[src/common/asrc_pkg.sv]
// Purpose: Shared constants for the asynchronous 8K x 8 static memory controller
// Assumes: Controller clock of 20 MHz (50 ns period)
// Notes: Timing figures are in ns; cycle counts derive from them
package asrc_pkg;

    // ========================================
    // Geometry
    localparam int ADDR_W = 13;            // Word address width
    localparam int DATA_W = 8;             // Shared data width
    localparam int DEPTH = 8192;           // Words held by the memory

    // ========================================
    // Timing
    localparam int CLK_PERIOD_NS = 50;     // Controller clock period
    localparam int ACCESS_NS = 85;         // Slowest grade access time
    localparam int WRITE_PULSE_NS = 65;    // Select low to end of write
    localparam int DATA_SETUP_NS = 35;     // Data valid to end of write
    localparam int RECOVER_NS = 50;        // Both strobes high between cycles
    // Least times round up to whole cycles
    localparam int ACCESS_CYC = (ACCESS_NS + CLK_PERIOD_NS - 1) / CLK_PERIOD_NS;
    localparam int WRITE_CYC = (WRITE_PULSE_NS + CLK_PERIOD_NS - 1) / CLK_PERIOD_NS;
    localparam int RECOVER_CYC = (RECOVER_NS + CLK_PERIOD_NS - 1) / CLK_PERIOD_NS;
    localparam int CNT_W = 4;              // Width of the phase counter

    // ========================================
    // Controller states
    typedef enum logic [2:0] {
        ASRC_IDLE,
        ASRC_RD_SETUP,
        ASRC_RD_WAIT,
        ASRC_WR_SETUP,
        ASRC_WR_PULSE,
        ASRC_WR_HOLD,
        ASRC_RECOVER
    } asrc_state_t;

endpackage : asrc_pkg

[src/hw/asrc_controller.sv]
// Purpose: Host controller driving an asynchronous 8K x 8 static memory by its pins
// Assumes: Request inputs synchronous to clk; memory pins run through pads outside
// Notes: One access at a time; req_ready low while busy
`timescale 1ns/1ns
module asrc_controller #(
    parameter int ADDR_WIDTH = asrc_pkg::ADDR_W,
    parameter int DATA_WIDTH = asrc_pkg::DATA_W
) (
    input wire logic clk,
    input wire logic reset,
    input wire logic req_valid,
    input wire logic req_write,
    input wire logic [ADDR_WIDTH-1:0] req_addr,
    input wire logic [DATA_WIDTH-1:0] req_wdata,
    output logic req_ready,
    output logic rsp_valid,
    output logic [DATA_WIDTH-1:0] rsp_rdata,
    output logic [ADDR_WIDTH-1:0] mem_addr,
    output logic select_low_n,
    output logic select_high,
    output logic write_strobe_n,
    output logic output_enable_n,
    input wire logic [DATA_WIDTH-1:0] shared_data_in,
    output logic [DATA_WIDTH-1:0] shared_data_out,
    output logic shared_data_oe
);
    import asrc_pkg::*;

    // ========================================
    // Elaboration check
    // Refuses widths the pins cannot serve and access or write counts the timer cannot hold
    if (ADDR_WIDTH != ADDR_W || DATA_WIDTH != DATA_W
        || ACCESS_CYC > (1 << CNT_W) || WRITE_CYC > (1 << CNT_W)) begin : g_bad_params
        $error("asrc_controller: parameters do not fit the 8K x 8 memory");
    end

    // ========================================
    // State
    asrc_state_t state_reg, state_next;
    logic [ADDR_WIDTH-1:0] addr_reg, addr_next;     // Address on the pins
    logic [DATA_WIDTH-1:0] wdata_reg, wdata_next;   // Write data on the pins
    logic sel_n_reg, sel_n_next;                    // Active-low select
    logic sel_h_reg, sel_h_next;                    // Active-high select
    logic we_n_reg, we_n_next;                      // Write strobe, active low
    logic oe_n_reg, oe_n_next;                      // Output enable, active low
    logic drive_reg, drive_next;                    // Our data drivers on
    logic ready_reg, ready_next;
    logic rsp_valid_reg, rsp_valid_next;
    logic [DATA_WIDTH-1:0] rdata_reg, rdata_next;

    // Phase timer
    logic tmr_load;
    logic [CNT_W-1:0] tmr_value;
    logic tmr_done;

    // Cycle counts sized for the counter
    localparam logic [CNT_W-1:0] ACC_LD = CNT_W'(ACCESS_CYC - 1);
    localparam logic [CNT_W-1:0] WR_LD = CNT_W'(WRITE_CYC - 1);
    localparam logic [CNT_W-1:0] REC_LD = CNT_W'(RECOVER_CYC - 1);

    asrc_wait_counter #(
        .WIDTH(CNT_W)
    ) u_timer (
        .clk(clk),
        .reset(reset),
        .load(tmr_load),
        .load_value(tmr_value),
        .done(tmr_done)
    );

    // ========================================
    // Next-state logic
    always_comb begin
        state_next = state_reg;
        addr_next = addr_reg;
        wdata_next = wdata_reg;
        sel_n_next = sel_n_reg;
        sel_h_next = sel_h_reg;
        we_n_next = we_n_reg;
        oe_n_next = oe_n_reg;
        drive_next = drive_reg;
        ready_next = ready_reg;
        rsp_valid_next = 1'b0;
        rdata_next = rdata_reg;
        tmr_load = 1'b0;
        tmr_value = '0;
        case (state_reg)
            ASRC_IDLE: begin
                if (req_valid && ready_reg) begin
                    // address moves only now
                    // Both strobes are high here, so no write is open
                    addr_next = req_addr;
                    wdata_next = req_wdata;
                    ready_next = 1'b0;
                    state_next = req_write ? ASRC_WR_SETUP : ASRC_RD_SETUP;
                end
            end
            ASRC_RD_SETUP: begin
                // address fixed while selected
                // Each read makes its own select edge; no address-controlled reads
                // address before select
                // Address settled a cycle ago; select falls now
                // strobe stays high
                sel_n_next = 1'b0;
                sel_h_next = 1'b1;
                oe_n_next = 1'b0;
                we_n_next = 1'b1;
                tmr_load = 1'b1;
                tmr_value = ACC_LD;
                state_next = ASRC_RD_WAIT;
            end
            ASRC_RD_WAIT: begin
                if (tmr_done) begin
                    rdata_next = shared_data_in;
                    rsp_valid_next = 1'b1;
                    oe_n_next = 1'b1;
                    sel_n_next = 1'b1;
                    tmr_load = 1'b1;
                    tmr_value = REC_LD;
                    state_next = ASRC_RECOVER;
                end
            end
            ASRC_WR_SETUP: begin
                // strobe falls with select
                // Falling together keeps the memory's drivers off
                // both selects active
                sel_n_next = 1'b0;
                sel_h_next = 1'b1;
                we_n_next = 1'b0;
                oe_n_next = 1'b1;
                drive_next = 1'b1;
                tmr_load = 1'b1;
                tmr_value = WR_LD;
                state_next = ASRC_WR_PULSE;
            end
            ASRC_WR_PULSE: begin
                if (tmr_done) begin
                    // select and strobe rise together
                    // Data and address hold past this edge by one cycle
                    sel_n_next = 1'b1;
                    we_n_next = 1'b1;
                    state_next = ASRC_WR_HOLD;
                end
            end
            ASRC_WR_HOLD: begin
                drive_next = 1'b0;
                rsp_valid_next = 1'b1;
                tmr_load = 1'b1;
                tmr_value = REC_LD;
                state_next = ASRC_RECOVER;
            end
            ASRC_RECOVER: begin
                // idle lets memory sleep
                // Deselected gap; memory powers down on its own
                if (tmr_done) begin
                    ready_next = 1'b1;
                    state_next = ASRC_IDLE;
                end
            end
            default: begin
                state_next = ASRC_IDLE;
            end
        endcase
    end

    // Register only
    always_ff @(posedge clk) begin
        if (reset) begin
            state_reg <= ASRC_IDLE;
            // address and data hold while a cut write closes
            // Clearing them on that edge would move the address with the write open
            if (sel_n_reg && we_n_reg) begin
                addr_reg <= '0;
                wdata_reg <= '0;
            end
            sel_n_reg <= 1'b1;
            sel_h_reg <= 1'b0;
            we_n_reg <= 1'b1;
            oe_n_reg <= 1'b1;
            drive_reg <= 1'b0;
            ready_reg <= 1'b1;
            rsp_valid_reg <= 1'b0;
            rdata_reg <= '0;
        end else begin
            state_reg <= state_next;
            addr_reg <= addr_next;
            wdata_reg <= wdata_next;
            sel_n_reg <= sel_n_next;
            sel_h_reg <= sel_h_next;
            we_n_reg <= we_n_next;
            oe_n_reg <= oe_n_next;
            drive_reg <= drive_next;
            ready_reg <= ready_next;
            rsp_valid_reg <= rsp_valid_next;
            rdata_reg <= rdata_next;
        end
    end

    // ========================================
    // Outputs, all from flip-flops
    assign req_ready = ready_reg;
    assign rsp_valid = rsp_valid_reg;
    assign rsp_rdata = rdata_reg;
    assign mem_addr = addr_reg;
    assign select_low_n = sel_n_reg;
    assign select_high = sel_h_reg;
    assign write_strobe_n = we_n_reg;
    assign output_enable_n = oe_n_reg;
    assign shared_data_out = wdata_reg;
    assign shared_data_oe = drive_reg;
endmodule : asrc_controller

[src/hw/asrc_wait_counter.sv]
// Purpose: Down counter that times the access, write pulse and recovery phases of a memory cycle
// Assumes: Load and count are mutually exclusive per cycle by use
// Notes: done is high while the count is zero
`timescale 1ns/1ns
module asrc_wait_counter #(
    parameter int WIDTH = 4
) (
    input wire logic clk,
    input wire logic reset,
    input wire logic load,
    input wire logic [WIDTH-1:0] load_value,
    output logic done
);
    // ========================================
    // Count register
    logic [WIDTH-1:0] count_reg;   // Cycles left in the phase
    logic [WIDTH-1:0] count_next;

    // Next count: load wins, otherwise count down to zero
    always_comb begin
        count_next = count_reg;
        if (load) begin
            count_next = load_value;
        end else if (count_reg != '0) begin
            count_next = count_reg - 1'b1;
        end
    end

    // Register only
    always_ff @(posedge clk) begin
        if (reset) begin
            count_reg <= '0;
        end else begin
            count_reg <= count_next;
        end
    end

    assign done = (count_reg == '0);
endmodule : asrc_wait_counter

[config.mk]
export PLATFORM = sky130hd
export DESIGN_NAME = asrc_controller
export DESIGN_NICKNAME = d
export VERILOG_FILES = /design/src/common/asrc_pkg.sv /design/src/hw/asrc_controller.sv /design/src/hw/asrc_wait_counter.sv
export SDC_FILE = /design/constraint.sdc
export NUM_CORES = 1
export LEC_CHECK = 0
export ABC_AREA = 1
export ABC_CLOCK_PERIOD_IN_PS = 6500
export BUFFER_PORTS_ARGS = -buffer_cell sky130_fd_sc_hd__buf_4
export CAP_MARGIN = 20
export CELL_PAD_IN_SITES_DETAIL_PLACEMENT = 0
export CELL_PAD_IN_SITES_GLOBAL_PLACEMENT = 1
export CORE_UTILIZATION = 38
export DETAILED_ROUTE_END_ITERATION = 8
export HOLD_SLACK_MARGIN = 0.02
export MAX_ROUTING_LAYER = met4
export PLACE_DENSITY_LB_ADDON = 0.1
export SYNTH_ARGS = -nofsm -noshare
export SYNTH_HDL_FRONTEND = slang
export SYNTH_SLANG_ARGS = --single-unit
[constraint.sdc]
create_clock -name clk -period 6.5 [get_ports clk]
set_clock_uncertainty 0.05 [all_clocks]
set_input_delay 0.975 -clock clk [delete_from_list [all_inputs] [get_ports clk]]
set_output_delay 0.975 -clock clk [all_outputs]
set_load 0.03 [all_outputs]
### Word-level counts from Yosys, hierarchy flattened

Index checks and enable logic that the tools add are counted.

* register bits after elaboration: 43
* latch bits: 0
* memory bits (writable): 0
* memory bits (read-only): 0
* input port bits: 33
* output and inout bits: 36
* word-level logic and storage cells: 75
* memories: 0

* $add $sub $neg: 1
* multipliers: 0
* div/mod/pow operators: 0
* order comparisons: 0
* equal/unequal tests: 12
* shifts and indexed selects: 0
* mux-type cells: 27
* bitwise operators: 0
* reduce and logical (&&, ||, !) cells: 23

Operator list (number)
* 13-bit 2-to-1 mux: 4
* 8-bit 2-to-1 mux: 4
* 3-bit one-hot mux with 7 select lines: 1
* 3-bit 2-to-1 mux: 4
* 2-bit nonzero test: 6
* 1-bit one-hot mux with 2 select lines: 5
* 3-bit == test, second input constant: 3
* 4-bit 2-to-1 mux: 2
* 2-bit inequality test, second input constant: 4
* 2-bit AND reduction: 4
* 3-bit by 2-bit == test with 1-bit output, second input constant: 2
* 1-bit one-hot mux with 3 select lines: 2
* 3-bit AND reduction: 2
* 3-bit nonzero test: 2
* 4-bit logical NOT: 1
* 1-bit 2-to-1 mux: 4
* 2-bit by 1-bit inequality test with 1-bit output, second input constant: 2
* 4-bit AND reduction: 1
* 4-bit nonzero test: 1
* 2-bit OR reduction: 2
* 4-bit by 1-bit subtractor with 4-bit output, second input constant: 1
* 3-bit by 1-bit == test with 1-bit output, second input constant: 1
* 3-bit logical NOT: 1
* 3-bit OR reduction: 1
* 2 further kinds: 3

### Depth between registers and ports, before layout

Gate-level depths: netlist (run 1).

* word-level depth: 4
* gate-level depth with buffers: 9
* gate-level depth less buffers: 9

### By module

Synthesis (run 1) repeated with hierarchy kept, for this count alone.

* cell total of the unflattened synthesis: 205
* area, all modules: 1805.5 µm²

Modules (own cells, without submodules)
* asrc_controller: instances 1, cells each 165, area each 1557.7 µm², seq. area each 991.0 µm²
* asrc_wait_counter: instances 1, cells each 40, area each 247.7 µm², seq. area each 80.1 µm²

### Worst setup path after synthesis (run 1)

OpenSTA, ideal clock, no wires.

* path type: input to register
* start: input port reset
* end: register addr_reg[0] (netlist: mem_addr[0]), enable pin
* library setup time: 432 ps
* arrival: 2814 ps
* data required time: 6018 ps
* path slack: 3205 ps
* cell stages on the path: 2
* path buffers: 1
* path through: buf_2 -> o31ai_1

* longest elaborated chain between the ends: 2
* elaborated cells on any way between the ends: 4
* classes of those cells: eq/ne: 1; reduce/logical: 3

RTL lines
* start, declared: RTL line asrc_controller.sv:10 `input wire logic reset,`
* 2-bit by 1-bit inequality test with 1-bit output (no source line) or 2-bit nonzero test (tied branches)
* 3-bit AND reduction (no source line) *
* end signal, assigned: RTL line asrc_controller.sv:186 `addr_reg <= addr_next;`
* end, declared: RTL line asrc_controller.sv:40 `logic [ADDR_WIDTH-1:0] addr_reg, addr_next;`

Every way passes the cells marked *; elsewhere a longest branch is shown, timed or not.
A chain may end at the register's enable or synchronous reset.

### Final worst setup path (run 1)

* start: input port reset
* end: register addr_reg[1] (netlist: mem_addr[1]), enable pin

The elaborated chain is that of the path after synthesis.

==> impl_metrics.ini, run 1 <==
[critical_path]
timing.critical_path.slowest_stage_cell = o31ai_4
critical_path.startpoint_type = input pin
worst_path_largest_cell_delay_ns = 0.89
endpoint_required_time_on_the_critical_path_ns = 6.37
worst-r2r-cell-count = 5
family_with_the_most_delay_on_the_worst_path = compound AO/OA/AOI/OAI gates
cp_cell_sequence = buf_4, o31ai_4
regToRegEndpoint = mem_addr[1]$_SDFFCE_PP0P_
worst-path-buf-inv = 1
criticalPathCategory = in -> reg
crit-reg2reg-launch = state_reg[1]$_SDFFE_PP0P_
critPathCaptureType = register
regToRegSetupSlack_ns = 4.42
worst-path-max-fanout = 28
critPathArrivalTime_ns = 2.08

[grt]
groute.layer.met1.usage = 0.181
grt_pass1_vias = 1302
gr-usage-met3 = 0.0499
antenna_found_initial = 0
grt_start_max_net_pins = 29
grt-ovfl-total = 0
grt_pass1_wl_um = 5860
grt_use_met2 = 0.249
grt.total_usage = 0.154
grt_most_used_layer = met2

[die]
io_pins = 69
placeableCoreArea_mm2 = 0.00447
die_h_um = 70.9
design.die.area_mm2 = 0.00503
chip_width_um = 70.9
placementRows = 24
initial_core_util = 0.404

[status]
violations = design-rule violations
run_status = complete, but fails checks

[detailed_routing]
antenna_left = 0
wl_per_cell_um = 11.3
count_of_tritonroute_iterations_in_the_first_routing_pass = 6
remaining_drc_errors = 12
detail_route.iter0.violations = 72
via_count = 1449
avgViaCountPerCell = 4.53
route.final.wire_length_um = 3610

[logic_synthesis]
netlist.area_leader.share = 0.349
post_synth_instance_area_mm2 = 0.00181
synthFlopType = dfxtp_1
synth-seq-area-share = 0.593
postSynthRegisterBits = 43
netlist_top_cells_area = edfxtp_1, dfxtp_1, nor2_1
synth-edff-count = 21
synth_warnings = 0
synth_instances = 197
synth.distinct_cells = 28
mappedNetlistNets = 232
async_flop_share = 0
avgSynthCellArea_um2 = 9.16
yosysTopAreaCell = edfxtp_1

[sta]
max_freq_mhz = 451
final_min_period_over_clock_period = 0.341
maxSlewViolCount = 0
fin_setup_tns_ns = 0
timing_worst_slew_pin_value_ns = 0.989
max-slew-margin-rel = 0.341
rsz0062_at_grt = false
fin_crit_ns = 2.22
final_setup_fails = 0
final_hold_viol_count = 0

[placement]
placement.io_buffers = 68
finalWeightedCongestion = 0.791
dpl.cell_count = 312
hpwl_um = 2630

[power_and_ir_drop]
combinationalPowerShare = 0.492
p_seq_frac = 0.375
power_leakage_nw = 1.17
design_power_total_mw = 1.20
power_switching_mw = 0.526
power_frac_clock = 0.132
cellInternalPower_mw = 0.679
power.switching_fraction = 0.437
power_density_mw_per_mm2 = 492
ir_worst_vdd_uv = 275

[finish]
fin_nets = 302
final_cell_count_without_fillers = 320
largest_register_ff_count = 13
areaGrowthSynthToFinish_pct = 35.6
most-common-layout-cells = buf_4, nor2_1, inv_1, dfxtp_1
final_core_util = 0.547
layout_commonest_cell = buf_4
post_route_cells_drive_above_1_share = 0.351
diodes = 0

[clock_network]
post-cts-setup-buffers = 0
cts_inserted_buffers = 5
cts.path.max_buffers = 2
cts_resized = 0
cts-hold-fix-buffers = 0
clkLatencyLatePin_ns = 0.29
cts.sinks = 43
clk_root_buffer_cell = clkbuf_8
cts_tree = done
path_clk_slew_ns = 0.07
cts_htree_levels = 2

[min_path]
hold_start = u_timer.count_reg[1]$_SDFFE_PP0P_
hold_class = reg -> reg
hold-path-cell-count = 2
whs_endpoint = u_timer.count_reg[1]$_SDFFE_PP0P_

[job]
cap_violations = 0
## cell type report
| cell class | count | area, um2 |
|---|---|---|
| Fill cell | 417 | 2030 |
| Clock inverter | 3 | 15.0 |
| Inverter | 34 | 128 |
| Tap cell | 52 | 65.1 |
| Sequential cell | 43 | 1070 |
| Clock buffer | 5 | 68.8 |
| Multi-Input combinational cell | 115 | 589 |
| Timing Repair Buffer | 68 | 510 |
## logic make-up (layout without fill, tap and decap cells)
| kind of cell | Yosys count | after routing | share of synthesized area |
|---|---|---|---|
| and+or+nand+nor | 92 | 92 | 0.227 |
| DFF | 43 | 43 | 0.593 |
| buffers and inverters | 39 | 110 | 0.0880 |
| AOI/OAI and AO/OA | 20 | 20 | 0.0735 |
| adders and majority gates | 2 | 2 | 0.0139 |
| xor gates and xnor gates | 1 | 1 | 0.00485 |
## worst max path at each step
| stage | from | end | depth (start not counted) |
|---|---|---|---|
| floorplan | reset | mem_addr[0]$_SDFFCE_PP0P_ | 2 |
| global placement | reset | mem_addr[12]$_SDFFCE_PP0P_ | 2 |
| detailed placement | reset | mem_addr[3]$_SDFFCE_PP0P_ | 2 |
| CTS | reset | mem_addr[3]$_SDFFCE_PP0P_ | 2 |
| global route | reset | mem_addr[12]$_SDFFCE_PP0P_ | 2 |
| finish | reset | mem_addr[1]$_SDFFCE_PP0P_ | 2 |
## cell usage after synthesis, types with 3 or more instances
| cell type | instances |
|---|---|
| o21ai_2 | 5 |
| o21ai_1 | 4 |
| nand3_1 | 11 |
| nand4_1 | 3 |
| edfxtp_1 | 21 |
| dfxtp_1 | 22 |
| inv_2 | 4 |
| inv_1 | 30 |
| o21ai_0 | 3 |
| nand2_1 | 21 |
| nor2_1 | 48 |
| a21oi_1 | 3 |
## power by group through the flow
| stage | Combinational [mW] | Sequential [mW] | Clock (mW) |
|---|---|---|---|
| 2_1_floorplan | 0.254 | 0.611 | 0 |
| 3_3_place_gp | 0.600 | 0.458 | 0 |
| 3_5_place_dp | 0.599 | 0.460 | 0 |
| 4_1_cts | 0.600 | 0.454 | 0.168 |
| 5_1_grt | 0.648 | 0.463 | 0.176 |
| 6_report | 0.593 | 0.452 | 0.159 |
## routing by layer
metal / up-vias / routed length [um] / share of wire
met1: 638 / 1600 / 0.44
met2: 42 / 1720 / 0.48
met3: 6 / 237 / 0.066
met4: 0 / 53 / 0.015
met5: - / 0 / 0
li1: 763 / - / -
## metrics by stage
stage | hold slack (ns) | cell area (um2) | setup WS, ns
floorplan | 0.405 | 1810 | 3.20
global placement | 0.402 | 2360 | 3.97
detailed placement | 0.419 | 2360 | 3.94
CTS | 0.432 | 2450 | 4.26
global route | 0.440 | 2450 | 4.22
finish | 0.430 | 2450 | 4.28
(Power assumes the default switching activity.)
==> inputs of run 2 (changes only) <==
ABC_CLOCK_PERIOD_IN_PS = 1900   (was 6500)
CORE_UTILIZATION = 31   (was 38)
clock period = 1.9 ns   (was 6.5 ns; I/O delays follow)
==> run 2 against run 1 <==
Net effect:
- the flow now finishes without violations
- power rose to 3.5 times the previous value
- worst setup slack worse by 4.0 ns
- register-to-register slack got worse by 4.1 ns
- global-route usage is 2.4 points lower
- worst hold slack got worse by 0.25 ns
- non-clock buffer count grew 2
- critical endpoint is now rsp_rdata[3]$_SDFFE_PP0P_
- largest power group unchanged
==> impl_metrics.ini, run 2 (synthesis gave the netlist of run 1 again) <==
[grt]
grt_start_max_net_pins = 29
gr-usage-met3 = 0.0326
grt_pass1_wl_um = 6090
grt-ovfl-total = 0
grt_pass1_vias = 1302
grt_use_met2 = 0.204
grt_most_used_layer = met2
grt.total_usage = 0.130
groute.layer.met1.usage = 0.166
antenna_found_initial = 0

[critical_path]
critical_path.startpoint_type = register
family_with_the_most_delay_on_the_worst_path = simple AND/OR/NAND/NOR gates
critPathArrivalTime_ns = 1.80
cp_cell_sequence = inv_1, ha_1, nand2_1, nor2_4, nand2_2, inv_2, nor2_1, nor2_1
worst-path-max-fanout = 12
crit-reg2reg-launch = u_timer.count_reg[0]$_SDFFE_PP0P_
timing.critical_path.mode_cell = nor2_1
criticalPathCategory = reg -> reg
timing.critical_path.slowest_stage_cell = dfxtp_1
worst-path-buf-inv = 2
endpoint_required_time_on_the_critical_path_ns = 2.08
regToRegEndpoint = rsp_rdata[3]$_SDFFE_PP0P_
worst-r2r-cell-count = 8
critPathCaptureType = register
worst_path_largest_cell_delay_ns = 0.31
regToRegSetupSlack_ns = 0.28

[finish]
final_cell_count_without_fillers = 342
diodes = 0
largest_register_ff_count = 13
most-common-layout-cells = buf_4, nor2_1, inv_1, dfxtp_1
fin_nets = 304
areaGrowthSynthToFinish_pct = 38.5
post_route_cells_drive_above_1_share = 0.356
layout_commonest_cell = buf_4

[sta]
timing_worst_slew_pin_value_ns = 0.438
rsz0062_at_grt = false
fin_setup_tns_ns = 0
fin_crit_ns = 1.62
final_min_period_over_clock_period = 0.852
max-slew-margin-rel = 0.708
maxSlewViolCount = 0
max_freq_mhz = 618
final_hold_viol_count = 0
final_setup_fails = 0

[clock_network]
cts_inserted_buffers = 5
path_clk_slew_ns = 0.08
cts_resized = 0
clk_root_buffer_cell = clkbuf_8
post-cts-setup-buffers = 0
cts_tree = done
cts.sinks = 43
cts-hold-fix-buffers = 0
cts_htree_levels = 2
clkLatencyLatePin_ns = 0.28
cts.path.max_buffers = 2

[placement]
finalWeightedCongestion = 0.800
placement.io_buffers = 68
hpwl_um = 2770
dpl.cell_count = 334

[job]
cap_violations = 0

[min_path]
hold-path-cell-count = 3
hold_start = shared_data_in[2]
hold_class = in -> reg
whs_endpoint = rsp_rdata[2]$_SDFFE_PP0P_

[detailed_routing]
antenna_left = 0
avgViaCountPerCell = 4.29
count_of_tritonroute_iterations_in_the_first_routing_pass = 4
detail_route.iter0.violations = 46
via_count = 1466
wl_per_cell_um = 11.0
remaining_drc_errors = 0
route.final.wire_length_um = 3750

[die]
placementRows = 27
design.die.area_mm2 = 0.00613
initial_core_util = 0.324
die_h_um = 78.3
io_pins = 69
chip_width_um = 78.3
placeableCoreArea_mm2 = 0.00557

[power_and_ir_drop]
power_leakage_nw = 1.18
power_density_mw_per_mm2 = 1670
ir_worst_vdd_uv = 636

[status]
run_status = finished clean
[run 2: cell count changes in the layout (fill, tap and decap cells not counted)]
cell / delta
buf_4: +1
buf_12: +1
[run 2: tightest hold or removal path, cell delays in order]
cell     delay (ns)
buf_4          0.08
o21ai_2        0.05
nor2_1         0.07
[run 2: power by group]
| part | leakage (nW) | total (mW) | switching (mW) | internal [mW] |
|---|---|---|---|---|
| Clock | 0.0392 | 0.550 | 0.300 | 0.250 |
| Sequential | 0.392 | 1.54 | 0.174 | 1.36 |
| Combinational | 0.750 | 2.10 | 1.35 | 0.748 |
| Total | 1.18 | 4.18 | 1.82 | 2.36 |
[run 2: how the worst max path moves through the flow]
stage                     slack [ns]                          endpoint  cells after the start                              start
after global routing            0.09         rsp_rdata[2]$_SDFFE_PP0P_                      8  u_timer.count_reg[0]$_SDFFE_PP0P_
after global placement          0.26  shared_data_out[2]$_SDFFCE_PP0P_                      6          state_reg[1]$_SDFFE_PP0P_
final                           0.28         rsp_rdata[3]$_SDFFE_PP0P_                      8  u_timer.count_reg[0]$_SDFFE_PP0P_
after CTS                       0.24         rsp_rdata[3]$_SDFFE_PP0P_                      8  u_timer.count_reg[0]$_SDFFE_PP0P_
after detailed placement        0.24         rsp_rdata[1]$_SDFFE_PP0P_                      8  u_timer.count_reg[0]$_SDFFE_PP0P_
after floorplan                 0.09         mem_addr[0]$_SDFFCE_PP0P_                      2             req_ready$_SDFFE_PP1P_
[run 2: final cells by class]
cell class | instances | area [um2]
Clock buffer | 5 | 68.8
Clock inverter | 3 | 15.0
Fill cell | 589 | 3070
Inverter | 34 | 128
Multi-Input combinational cell | 115 | 589
Sequential cell | 43 | 1070
Tap cell | 72 | 90.1
Timing Repair Buffer | 70 | 538
[run 2: layer usage]
layer | wire (um) | up-vias
li1 | - | 770
met1 | 1740 | 652
met2 | 1780 | 42
met3 | 202 | 2
met4 | 19 | 0
met5 | 0 | -
[run 2: per-stage QoR]
step           hold slack (ns)  cell area (um2)   util  worst slack [ns]  total power [mW]
4_1_cts                  0.169             2500  0.448             0.240              4.24
3_3_place_gp             0.406             2420  0.433             0.257              3.68
6_report                 0.178             2500  0.448             0.282              4.18
3_5_place_dp             0.405             2420  0.433             0.244              3.68
5_1_grt                  0.177             2500  0.448            0.0946              4.49
2_1_floorplan            0.370             1820      -            0.0864              2.98
==> inputs of run 3 (changes only) <==
CORE_MARGIN = 5   (was unset)
==> run 3 against run 2 <==
Net effect:
- routed wire length up 8.6%
- worst setup slack better by 0.011 ns
- non-clock buffer count grew 1
- worst hold slack worse by 0.0086 ns
- via count decreased by 0.27%
- combinational power about the same
- sequential power about the same
- critical path depth is 2 lower
- clock-buffer cell count rose by 2
- power rose by 4.2%
- register-to-register slack about the same
- largest power group unchanged
==> impl_metrics.ini, run 3 (synthesis gave the netlist of run 1 again) <==
[critical_path]
family_with_the_most_delay_on_the_worst_path = buffers and inverters
worst-path-max-fanout = 21
criticalPathCategory = reg -> reg
cp_cell_sequence = inv_2, nand2_1, nor2_1, inv_1, o31ai_4, buf_12
regToRegSetupSlack_ns = 0.29
worst-path-buf-inv = 3
endpoint_required_time_on_the_critical_path_ns = 1.85
critPathArrivalTime_ns = 1.55
critPathCaptureType = register
critical_path.startpoint_type = register
timing.critical_path.slowest_stage_cell = dfxtp_1
worst_path_largest_cell_delay_ns = 0.38

[power_and_ir_drop]
power_switching_mw = 1.83
design_power_total_mw = 4.36
power_density_mw_per_mm2 = 1720
power_frac_clock = 0.157
combinationalPowerShare = 0.489
power_leakage_nw = 1.20
cellInternalPower_mw = 2.53
p_seq_frac = 0.353
ir_worst_vdd_uv = 678
power.switching_fraction = 0.419

[placement]
placement.io_buffers = 68
finalWeightedCongestion = 0.748
hpwl_um = 3070

[die]
design.die.area_mm2 = 0.00745
placementRows = 27
die_h_um = 86.3
initial_core_util = 0.324
io_pins = 69
placeableCoreArea_mm2 = 0.00557
chip_width_um = 86.3

[detailed_routing]
detail_route.iter0.violations = 51
route.final.wire_length_um = 4070
count_of_tritonroute_iterations_in_the_first_routing_pass = 4
via_count = 1462
wl_per_cell_um = 11.9
avgViaCountPerCell = 4.26
remaining_drc_errors = 0
antenna_left = 0

[sta]
fin_setup_tns_ns = 0
max-slew-margin-rel = 0.791
timing_worst_slew_pin_value_ns = 0.312
maxSlewViolCount = 0
fin_crit_ns = 1.61
final_min_period_over_clock_period = 0.846
max_freq_mhz = 622
final_hold_viol_count = 0
rsz0062_at_grt = false
final_setup_fails = 0

[grt]
grt_pass1_vias = 1509
grt.total_usage = 0.118
antenna_found_initial = 0
grt_pass1_wl_um = 6830
grt_start_max_net_pins = 29
grt-ovfl-total = 0

[finish]
largest_register_ff_count = 13
post_route_cells_drive_above_1_share = 0.358
most-common-layout-cells = buf_4, nor2_1, inv_1, dfxtp_1
fin_nets = 305
fillCellCount = 585
areaGrowthSynthToFinish_pct = 40.1
layout_commonest_cell = buf_4
diodes = 0

[job]
cap_violations = 0

[min_path]
hold_class = in -> reg

[clock_network]
path_clk_slew_ns = 0.08
cts.path.max_buffers = 2
cts_resized = 0
cts.sinks = 43
post-cts-setup-buffers = 0
cts_htree_levels = 2
clkLatencyLatePin_ns = 0.29
cts_inserted_buffers = 5
cts_tree = done
clk_root_buffer_cell = clkbuf_8
cts-hold-fix-buffers = 0

[status]
run_status = finished clean
## run 3: cell count changes in the layout (fill, tap and decap cells not counted)
cell | before | now
buf_4 | 69 | 70
bufinv_16 | 0 | 1
clkbuf_1 | 0 | 2
clkinv_1 | 2 | 0
clkinvlp_4 | 1 | 0
## run 3: area by class of cell
type	instances	area [um2]	area share
Timing Repair Buffer	71	546	0.216
Tap cell	72	90.1	0.0356
Inverter	34	128	0.0504
Multi-Input combinational cell	115	589	0.233
Clock buffer	7	76.3	0.0302
Sequential cell	43	1070	0.423
Clock inverter	1	30.0	0.0119
## run 3: worst register-to-register path, delay by kind of cell (launching register included)
kind            cells  cell delay (ns)
buf+inv             3             0.42
flops               1             0.38
simple gates        2             0.25
compound gates      1             0.21
## run 3: layer usage
metal	share of wire	GRT usage	wire, um	vias to the layer above
met5	0	-	0	-
met4	0.011	0.0368	44	0
met3	0.086	0.0361	351	6
met2	0.46	0.192	1880	49
met1	0.44	0.141	1790	640
li1	-	-	-	767
## run 3: power by group through the flow
stage               Clock [mW]  Combinational [mW]  Sequential [mW]
finish                   0.685                2.13             1.54
CTS                      0.719                2.16             1.54
global route             0.764                2.34             1.59
global placement             0                2.16             1.56
detailed placement           0                2.15             1.56
floorplan                    0               0.896             2.08
## run 3: path summary, 6_finish.rpt
check,from,to,cells after the start
worst max-delay path,state_reg[1]$_SDFFE_PP0P_,mem_addr[1]$_SDFFCE_PP0P_,6
worst min-delay path,shared_data_in[0],rsp_rdata[0]$_SDFFE_PP0P_,3
worst max register to register,state_reg[1]$_SDFFE_PP0P_,mem_addr[1]$_SDFFCE_PP0P_,6
worst min register to register,shared_data_oe$_SDFFE_PP0P_,shared_data_oe$_SDFFE_PP0P_,2
## run 3: through the flow
step                      std cells  utilization  hold WS, ns  area [um2]  setup slack (ns)
after detailed placement        335        0.435        0.414        2420             0.309
after CTS                       343        0.454        0.159        2530             0.292
after floorplan                 197            -        0.370        1820            0.0864
final                           343        0.454        0.169        2530             0.293
after global routing            343        0.454        0.165        2530             0.215
after global placement          335        0.435        0.403        2420             0.341
